**config.mk**
```make
export PLATFORM = sky130hd
export DESIGN_NAME = ikw_key_irq
export DESIGN_NICKNAME = d
export VERILOG_FILES = /design/src/design/ikw_pkg.sv /design/src/design/ikw_key_irq.sv
export SDC_FILE = /design/constraint.sdc
export NUM_CORES = 1
export LEC_CHECK = 0
export ABC_AREA = 1
export BUFFER_PORTS_ARGS = -buffer_cell sky130_fd_sc_hd__buf_2
export CORE_ASPECT_RATIO = 0.7
export CORE_UTILIZATION = 56
export DETAILED_ROUTE_END_ITERATION = 8
export GPL_ROUTABILITY_DRIVEN = 0
export PLACE_DENSITY = 0.85
export SETUP_SLACK_MARGIN = 0.4
export SYNTH_ARGS = -nofsm -noshare
export SYNTH_HDL_FRONTEND = slang
export SYNTH_SLANG_ARGS = --single-unit
```
**constraint.sdc**
```tcl
create_clock -name mclk -period 3.6 [get_ports mclk]
set_input_delay 0.72 -clock mclk [delete_from_list [all_inputs] [get_ports mclk]]
set_output_delay 0.72 -clock mclk [all_outputs]
set_load 0.005 [all_outputs]
```
**src/design/ikw_pkg.sv**
```systemverilog
// Operation
// - non-maskable requests ignore global enable and beat every maskable request
// - any pending request not masked by its mask flag raises the standby release output
// - key wakeup is the external non-maskable source, vector 0002h
// - watchdog overflow in watchdog mode is non-maskable, vector 0004h
// - five maskable sources resolved by fixed priority, level 0 highest
// - watchdog overflow in interval mode is maskable at level 0
// - timer a match is maskable level 1, vector 0006h
// - timer b match is maskable level 2, vector 0008h
// - low voltage request is maskable level 3, vector 000ah
// - nvm write done is maskable level 4, vector 000ch
// - each maskable source owns one request flag and one mask flag
// - in stop mode a falling key edge raises key wakeup
// - key wakeup is unmaskable and acts only in stop mode
// - key edges detected on the combined level of all four keys
// - maskable accepted only with flag set, mask clear, global enable set
// - acknowledge clears the winning source's request flag
// - reset clears all request flags and sets all mask flags
package ikw_pkg;

	// ----------------------------------------
	// register map
	// ----------------------------------------
	localparam logic [15:0] ADDR_REQ_FLAGS  = 16'hffe0;
	localparam logic [15:0] ADDR_MASK_FLAGS = 16'hffe4;
	localparam logic [15:0] ADDR_CTRL       = 16'hffe8;
	localparam logic [15:0] ADDR_EVT_STATUS = 16'hffec;
	localparam logic [15:0] ADDR_EVT_MASK   = 16'hfff0;

	localparam logic [4:0] REQ_FLAGS_RST  = 5'h00;
	localparam logic [4:0] MASK_FLAGS_RST = 5'h1f;
	localparam logic [2:0] REQ_PAD        = 3'h0;
	localparam logic [2:0] MASK_PAD       = 3'h7;
	localparam int         CTRL_IE_BIT    = 0;
	localparam int         CTRL_WDTIV_BIT = 1;
	localparam int         EVT_KEY_BIT    = 0;
	localparam int         EVT_WDT_BIT    = 1;

	// ----------------------------------------
	// sources and vectors
	// ----------------------------------------
	localparam logic [2:0] SRC_KEY     = 3'h0;
	localparam logic [2:0] SRC_WDT_NMI = 3'h1;
	localparam logic [2:0] SRC_MASK0   = 3'h2;
	localparam int         NUM_MASK    = 5;
	localparam int         KEY_SLOTS   = 4;

	localparam logic [6:0][15:0] VECTORS = {
		16'h000c, 16'h000a, 16'h0008, 16'h0006, 16'h0004, 16'h0004, 16'h0002};

	typedef struct packed {
		logic wdtOverflow;
		logic timerAMatch;
		logic timerBMatch;
		logic lowVoltage;
		logic nvmWriteDone;
	} ikw_src_t;

	typedef struct packed {
		logic        valid;
		logic [15:0] vector;
	} ikw_cpu_t;

	typedef struct packed {
		logic [4:0] reqFlags;
		logic [4:0] maskFlags;
		logic       globalIrqEnable;
		logic       wdtInterval;
		logic       keyNmi;
		logic       wdtNmi;
		logic [KEY_SLOTS-1:0] keyMeta;
		logic [KEY_SLOTS-1:0] keySync;
		logic       keyLevel;
		logic       lvPrev;
		logic [1:0] evtStatus;
		logic [1:0] evtMask;
		logic [7:0] rdata;
		logic       valid;
		logic [2:0] sel;
		logic [15:0] vector;
	} ikw_state_t;

endpackage

```
**src/design/ikw_key_irq.sv**
```systemverilog
`timescale 1ns/1ps
`default_nettype none
module ikw_key_irq #(
	parameter int KEYS = 4
) (
	input  wire logic              mclk,
	input  wire logic              resetn,
	input  wire logic [15:0]       regAddr,
	input  wire logic [7:0]        regWdata,
	input  wire logic              regWr,
	input  wire logic              regRd,
	output logic [7:0]             regRdata,
	input  wire logic [KEYS-1:0]   keyIn,
	input  wire logic              stopMode,
	input  wire ikw_pkg::ikw_src_t src,
	input  wire logic              irqAck,
	output ikw_pkg::ikw_cpu_t      cpuReq,
	output logic                   standbyRelease,
	output logic                   eventIrq
);
	import ikw_pkg::*;

	// ----------------------------------------
	// state
	// ----------------------------------------
	ikw_state_t s_q;
	ikw_state_t s_d;
	logic       keyFall;
	logic       keyEvt;
	logic       wdtNmiEvt;
	logic       lvRise;
	logic [4:0] maskEvt;
	logic [4:0] enabled;
	logic [2:0] mIdx;

	if (KEYS < 1 || KEYS > KEY_SLOTS)
	begin : g_chk
		$error("ikw_key_irq needs one to four key inputs");
	end

	assign keyFall   = s_q.keyLevel & ~(&s_q.keySync);
	assign keyEvt    = keyFall & stopMode;
	assign wdtNmiEvt = src.wdtOverflow & ~s_q.wdtInterval;
	assign lvRise    = src.lowVoltage & ~s_q.lvPrev;
	assign maskEvt   = {src.nvmWriteDone, lvRise, src.timerBMatch, src.timerAMatch,
		src.wdtOverflow & s_q.wdtInterval};

	// ----------------------------------------
	// next state
	// ----------------------------------------
	always_comb
	begin
		logic [4:0] pend;
		pend = 5'h00;
		s_d = s_q;
		// each key pin through two flops, then combined
		s_d.keyMeta = '1;
		s_d.keyMeta[KEYS-1:0] = keyIn;
		s_d.keySync = s_q.keyMeta;
		s_d.keyLevel = &s_q.keySync;
		s_d.lvPrev = src.lowVoltage;
		if (irqAck && s_q.valid)
		begin
			s_d.globalIrqEnable = 1'b0;
			unique case (s_q.sel)
				SRC_KEY:     s_d.keyNmi = 1'b0;
				SRC_WDT_NMI: s_d.wdtNmi = 1'b0;
				default:     s_d.reqFlags[s_q.sel - SRC_MASK0] = 1'b0;
			endcase
		end
		if (regWr)
		begin
			unique case (regAddr)
				ADDR_REQ_FLAGS:  s_d.reqFlags = regWdata[4:0];
				ADDR_MASK_FLAGS: s_d.maskFlags = regWdata[4:0];
				ADDR_CTRL:
				begin
					s_d.globalIrqEnable = regWdata[CTRL_IE_BIT];
					s_d.wdtInterval = regWdata[CTRL_WDTIV_BIT];
				end
				ADDR_EVT_STATUS: s_d.evtStatus = s_q.evtStatus & ~regWdata[1:0];
				ADDR_EVT_MASK:   s_d.evtMask = regWdata[1:0];
				default:         s_d.rdata = s_d.rdata;
			endcase
		end
		s_d.reqFlags = s_d.reqFlags | maskEvt;
		s_d.keyNmi = s_d.keyNmi | keyEvt;
		s_d.wdtNmi = s_d.wdtNmi | wdtNmiEvt;
		s_d.evtStatus[EVT_KEY_BIT] = s_d.evtStatus[EVT_KEY_BIT] | keyEvt;
		s_d.evtStatus[EVT_WDT_BIT] = s_d.evtStatus[EVT_WDT_BIT] | wdtNmiEvt;
		// arbitration
		pend = s_d.reqFlags & ~s_d.maskFlags & {5{s_d.globalIrqEnable}};
		s_d.valid = 1'b0;
		s_d.sel = SRC_KEY;
		for (int i = NUM_MASK - 1; i >= 0; i--)
		begin
			if (pend[i])
			begin
				s_d.valid = 1'b1;
				s_d.sel = SRC_MASK0 + 3'(i);
			end
		end
		if (s_d.wdtNmi)
		begin
			s_d.valid = 1'b1;
			s_d.sel = SRC_WDT_NMI;
		end
		if (s_d.keyNmi)
		begin
			s_d.valid = 1'b1;
			s_d.sel = SRC_KEY;
		end
		s_d.vector = VECTORS[s_d.sel];
		// read port
		s_d.rdata = 8'h00;
		if (regRd)
		begin
			unique case (regAddr)
				ADDR_REQ_FLAGS:  s_d.rdata = {REQ_PAD, s_q.reqFlags};
				ADDR_MASK_FLAGS: s_d.rdata = {MASK_PAD, s_q.maskFlags};
				ADDR_CTRL:       s_d.rdata = {6'h00, s_q.wdtInterval, s_q.globalIrqEnable};
				ADDR_EVT_STATUS: s_d.rdata = {6'h00, s_q.evtStatus};
				ADDR_EVT_MASK:   s_d.rdata = {6'h00, s_q.evtMask};
				default:         s_d.rdata = 8'h00;
			endcase
		end
	end

	// ----------------------------------------
	// registers
	// ----------------------------------------
	always_ff @(posedge mclk or negedge resetn)
	begin
		if (!resetn)
		begin
			s_q <= '0;
			s_q.reqFlags <= REQ_FLAGS_RST;
			s_q.maskFlags <= MASK_FLAGS_RST;
			s_q.keyMeta <= '1;
			s_q.keySync <= '1;
			s_q.keyLevel <= 1'b1;
			s_q.vector <= 16'h0002;
		end
		else
		begin
			s_q <= s_d;
		end
	end

	// ----------------------------------------
	// outputs
	// ----------------------------------------
	assign enabled = s_q.reqFlags & ~s_q.maskFlags;
	assign regRdata = s_q.rdata;
	assign cpuReq.valid = s_q.valid;
	assign cpuReq.vector = s_q.vector;
	assign standbyRelease = (|enabled) | s_q.keyNmi | s_q.wdtNmi;
	assign eventIrq = |(s_q.evtStatus & s_q.evtMask);
	assign mIdx = s_q.sel - SRC_MASK0;
endmodule // ikw_key_irq
`default_nettype wire

```
==> results of run 1 <==
==> routing by layer <==
layer	routed length, um	global-route usage (%)	vias to the layer above
li1	-	-	952
met1	2160	32.3	901
met2	2230	38.1	93
met3	388	5.85	13
met4	72	7.40	0
met5	0	0	-
==> layout make-up <==
type	instances	share of cell area (%)
multi-input cells	181	38.0
clock buffers	6	3.55
repair buffers	49	9.28
inverters	53	7.53
well taps	52	2.46
clock inverters	2	0.616
flip-flops and latches	40	38.6
==> metrics by stage <==
| stage | setup WS, ps | total power [W] | instances | area (um^2) |
|---|---|---|---|---|
| final | 1270 | 0.000976 | 383 | 2640 |
| after global routing | 1160 | 0.00102 | 383 | 2640 |
| after CTS | 1310 | 0.000976 | 383 | 2640 |
| after detailed placement | 1090 | 0.000632 | 375 | 2530 |
| after global placement | 1120 | 0.000626 | 375 | 2530 |
| after floorplan | 1400 | 0.000596 | 300 | 2410 |
==> state kept, by name, indices dropped and copies added, names as in the netlist <==
signal and cells:
cpuReq 4, s_q 26, s_d 4, regRdata 6
==> cell usage after synthesis, types with 3 or more instances <==
library cell	count	area share, %
nand4_1	9	2.4
nand2_2	5	1.3
o22ai_1	4	1.1
buf_4	25	7.9
dfstp_2	15	17
o21ai_0	7	1.5
nand2_1	63	10
nor2_2	4	1.1
nand3_1	10	2.1
a21oi_1	4	0.84
nand2_4	3	1.4
inv_1	49	7.8
nand3_2	10	4.2
inv_2	3	0.48
nor2_4	4	1.9
dfrtp_1	25	26
a31oi_1	3	0.79
nor2_1	23	3.6
==> critical path, cell delays in order (launching register included) <==
cell and delay [ps]:
dfstp_2 550, inv_1 80, a221oi_1 390, o211ai_1 150, buf_2 160
==> worst paths after layout <==
| kind | start | endpoint | slack [ps] | depth (start not counted) |
|---|---|---|---|---|
| min in group asynchronous | resetn | s_q[32] | 530 | 1 |
| max | s_q[49] | standbyRelease | 1270 | 4 |
| min | s_d[37] | s_q[37] | 360 | 0 |
| max in group asynchronous | resetn | s_q[28] | 2530 | 1 |
| max reg2reg | cpuReq[16] | cpuReq[1] | 1660 | 16 |
| min reg2reg | s_d[37] | s_q[37] | 360 | 0 |
==> power groups by stage <==
stage	Clock [W]	Combinational [W]	Sequential, W
after floorplan	0	0.000100	0.000496
after detailed placement	0	0.000133	0.000499
after CTS	0.000349	0.000137	0.000490
final	0.000348	0.000137	0.000491
after global routing	0.000373	0.000156	0.000492
after global placement	0	0.000129	0.000497
==> logic make-up (layout without fill, tap and decap cells) <==
family	count (synthesis)	after routing	share of synthesized area, %
flip-flops	40	40	43.0
other	1	13	0.158
AO/OA/AOI/OAI	27	27	7.29
adder cells (fa/ha/maj)	2	2	1.06
AND/OR/NAND/NOR	139	139	31.9
buffers and inverters	79	110	16.5
==> cells in the final DEF (no fill, tap or decap), types with 2 or more instances in the layout <==
cell / Yosys / layout
nor2_2: 4 / 4
nand2_1: 63 / 63
nand3_2: 10 / 10
nor2_8: 2 / 2
nand2_2: 5 / 5
a21oi_1: 4 / 4
nor3_1: 2 / 2
clkbuf_8: 0 / 5
inv_2: 3 / 3
nand2_4: 3 / 3
nand4_1: 9 / 9
conb_1: 1 / 13
o22ai_1: 4 / 4
a31oi_1: 3 / 3
nor2_1: 23 / 23
buf_2: 1 / 49
o21ai_0: 7 / 7
ha_1: 2 / 2
dfrtp_1: 25 / 25
dfstp_2: 15 / 15
nor2_4: 4 / 4
inv_1: 49 / 49
nand3_1: 10 / 10
==> flow_metrics.py, run 1 <==
metrics = {
    "critical_path": {
        "cp-start-kind": "register",
        "critical_path_arrival_ps": 1610,
        "critPathKind": "reg -> out",
        "critPathMaxFanout": 2,
        "endpoint_kind": "output pin",
        "required_ps": 2880,
    },
    "outcome": {
        "status": "complete, no violations",
    },
    "pwr": {
        "seqPwrFrac_pct": 50.3,
        "leakage_nw": 1.39,
        "peakVddDrop_mv": 0.332,
        "internal_power_w": 0.000710,
        "swShare_pct": 27.2,
        "powerDensity_nw_per_um2": 370,
        "clock_power_share_pct": 35.7,
        "power_switching_w": 0.000266,
        "p_comb_share_pct": 14.0,
    },
    "finish": {
        "antenna_cells": 0,
        "drive_gt1_share_pct": 32.3,
        "final_nets": 371,
        "fill_cells": 326,
        "postLayoutCoreUtil_pct": 66.2,
        "seqCellArea_um2": 1020,
        "multi_input_area_um2": 1000,
        "synthToLayoutAreaGrowth_pct": 11.5,
    },
    "sta": {
        "fin_hold_ws_ps": 359,
        "period_needed_ps": 2330,
        "finalHoldViolCount": 0,
        "tns_ps": 0,
        "timing.final.crit_share_pct": 64.8,
        "rsz0062_at_grt": "false",
        "fin_skew_ps": 3.15,
        "fmax_mhz": 428,
        "slew_headroom_pct": 42.8,
        "slew_violations": 0,
        "max_slew.worst_pin.slew_ps": 858,
        "setup_violations": 0,
    },
    "clocking": {
        "h-tree-depth": 2,
        "cts_resized": 0,
        "cts_made_buffers": 5,
        "cts_hold_buf": 0,
        "cts_tree": "done",
        "post_cts_buffers": 0,
        "path_clk_slew_ps": 80,
        "root_buffer": "clkbuf_8",
        "cts.sinks": 40,
        "clk_latency_ps": 290,
        "ctsLongestPathBuffers": 2,
    },
    "global_route": {
        "grt_pass1_vias": 1798,
        "grt_max_degree": 41,
        "antenna_found_initial": 0,
        "track_usage_pct": 23.9,
        "grt_pass1_wl_um": 8110,
        "overflow": 0,
    },
    "yosys": {
        "ys_ff_latch": 40,
        "syn_inst": 288,
        "async_reset_ff_share_pct": 100,
        "synth_warnings": 0,
        "synth_edf_count": 0,
        "synthFlopType": "dfrtp_1",
        "avgSynthCellArea_um2": 8.23,
        "syn-cell-area_um2": 2370,
        "synth_seq_area_share_pct": 43.0,
        "ys_types": 37,
    },
    "routing": {
        "viasPerCell": 5.11,
        "drt_iter0_markers": 210,
        "num_vias": 1959,
        "wire_per_inst_um": 12.7,
        "ant_nets": 0,
        "dr.pass1.iters": 7,
        "routed_wl_um": 4850,
        "drc": 0,
    },
    "floorplanning": {
        "die-area_um2": 4500,
        "fp.dieH_um": 56.4,
        "initial_utilization_pct": 59.3,
        "die_w_um": 79.8,
        "io_pins": 66,
        "core_area_um2": 3990,
        "rows": 19,
    },
    "hold_path": {
        "hold_path.class": "reg -> reg",
    },
    "run": {
        "cap_violations": 0,
    },
    "placed_design": {
        "dpl.hpwl_um": 3780,
        "port_buffers": 49,
    },
}
Power figures use the tool's default switching activity.
==> run 2, diff against run 1 <==
Settings changed: CORE_UTILIZATION 56 to 52, PLACE_DENSITY 0.85 to 0.8.
Clock period 3.6 ns to 2.3 ns, I/O delays scaled along.
==> run 2 against run 1 <==
Setup slack got worse by 980 ps; via count grew 7.5%; total power grew 62%; die area rose by 7.5%; design area increased by 12%; global-route usage rose by 0.25 points; sequential cell count unchanged; wire length grew 18%; clock power increased by 64%; critical path type is now in -> reg; highest routed layer unchanged.
==> flow_metrics.py, run 2 (same netlist as run 1, synthesis figures left out) <==
metrics = {
    "outcome": {
        "status": "complete, no violations",
    },
    "floorplanning": {
        "core_area_um2": 4350,
        "io_pins": 66,
        "initial_utilization_pct": 54.4,
        "die-area_um2": 4840,
        "fp.dieH_um": 58.5,
        "die_w_um": 82.7,
        "rows": 20,
    },
    "run": {
        "cap_violations": 0,
    },
    "pwr": {
        "powerDensity_nw_per_um2": 532,
        "peakVddDrop_mv": 0.489,
        "leakage_nw": 1.51,
        "power.total_w": 0.00158,
    },
    "routing": {
        "routed_wl_um": 5710,
        "dr.pass1.iters": 4,
        "num_vias": 2106,
        "drt_iter0_markers": 204,
        "viasPerCell": 5.23,
        "ant_nets": 0,
        "drc": 0,
        "wire_per_inst_um": 14.2,
    },
    "global_route": {
        "grt_max_degree": 35,
        "track_usage_pct": 24.2,
        "antenna_found_initial": 0,
        "grt_pass1_wl_um": 8630,
        "overflow": 0,
        "grt_pass1_vias": 1923,
    },
    "sta": {
        "setup_violations": 0,
        "tns_ps": 0,
        "max_slew.worst_pin.slew_ps": 731,
        "slew_headroom_pct": 51.3,
        "timing.final.crit_share_pct": 87.8,
        "rsz0062_at_grt": "true",
        "period_needed_ps": 2020,
        "fmax_mhz": 495,
        "slew_violations": 0,
        "fin_skew_ps": 8.83,
        "finalHoldViolCount": 0,
    },
    "placed_design": {
        "port_buffers": 49,
        "dpl_cell_area_um2": 2560,
        "dpl.hpwl_um": 3750,
        "dp_cells": 380,
    },
    "clocking": {
        "root_buffer": "clkbuf_8",
        "ctsLongestPathBuffers": 2,
        "clk_latency_ps": 300,
        "cts_made_buffers": 5,
        "cts.sinks": 40,
        "path_clk_slew_ps": 80,
        "cts_hold_buf": 0,
        "h-tree-depth": 2,
        "cts_tree": "done",
    },
    "critical_path": {
        "endpoint_kind": "register",
        "cp-start-kind": "input pin",
        "slowest_delay_ps": 300,
        "crit_family": "simple AND/OR/NAND/NOR gates",
        "critical_path_arrival_ps": 2260,
        "slowest_stage": "ha_1",
        "crit_top_cell": "nand2_1",
        "r2r_slack_ps": 360,
        "path_buf_inv": 3,
        "critPathMaxFanout": 7,
        "path_cells": "buf_6 -> nor2_4 -> nand2_2 -> nor2_4 -> nand4_1 -> nand2_4 -> buf_4 -> nand3_4 -> nand2_2 -> nand2_2 -> nand2_1 -> nand2_1 -> ha_1 -> inv_1 -> nand2_1 -> nand2_1",
        "critPathKind": "in -> reg",
        "required_ps": 2540,
    },
    "finish": {
        "postLayoutCoreUtil_pct": 68.0,
        "antenna_cells": 0,
        "finalNonFillerCells": 403,
        "drive_gt1_share_pct": 44.3,
        "multi_input_area_um2": 1170,
        "mostFrequentLayoutCells": "47 x nand2_1, 47 x buf_2, 45 x inv_1",
        "largest-register": "s_q",
        "final_nets": 388,
        "fill_cells": 327,
        "synthToLayoutAreaGrowth_pct": 25.0,
        "largest_reg_flops": 26,
        "seqCellArea_um2": 1020,
        "final_cell_area_um2": 2960,
    },
    "hold_path": {
        "hold_path.class": "in -> async",
    },
}
run 2: cell count changes in the layout (fill, tap and decap cells not counted), moves of 4 or more:
cell	delta
inv_1	-4
nor2_4	+7
buf_4	+16
nand2_2	+14
nor2_1	-5
nand2_1	-16
nand3_4	+5
run 2: area by class of cell:
| type | instances | area share (%) |
|---|---|---|
| Clock buffer | 6 | 2.45 |
| Sequential cell | 40 | 34.4 |
| Tap cell | 55 | 2.32 |
| Inverter | 53 | 6.80 |
| Clock inverter | 2 | 1.18 |
| Multi-Input combinational cell | 181 | 39.7 |
| Timing Repair Buffer | 66 | 13.1 |
run 2: stage by stage:
stage | hold WS (ps) | setup slack, ps
6_report | 212 | 282
5_1_grt | 249 | 167
4_1_cts | 245 | 346
3_5_place_dp | 347 | 40.4
3_3_place_gp | 346 | 72.7
2_1_floorplan | 164 | 399
run 2: path summary, 6_finish.rpt:
kind,from,to,depth (start not counted)
worst max-delay path,regAddr[1],cpuReq[1],16
worst min-delay path,resetn,regRdata[0],1
worst max register to register,cpuReq[16],cpuReq[1],15
worst min register to register,s_d[34],s_q[34],0
max in group asynchronous,resetn,s_d[36],2
min in group mclk,keyIn[3],s_d[37],1
run 2: layer usage:
metal  up-vias  routed length, um  track usage (%)
met4         0                 71             6.40
met2       102               2820             38.2
li1        991                  -                -
met5         -                  0                0
met3        11                416             6.05
met1      1002               2410             33.4
run 2: what timing repair did:
action	in CTS	in global routing
resized for setup	32	17
pin swaps	19	24
setup endpoints to repair	3	3
setup buffers	7	8
run 2: power breakdown:
group          total (W)  internal [W]  switching, W
clock           0.000569      0.000322      0.000247
sequential      0.000767      0.000751     0.0000162
combinational   0.000241     0.0000883      0.000153
total            0.00158       0.00116      0.000416
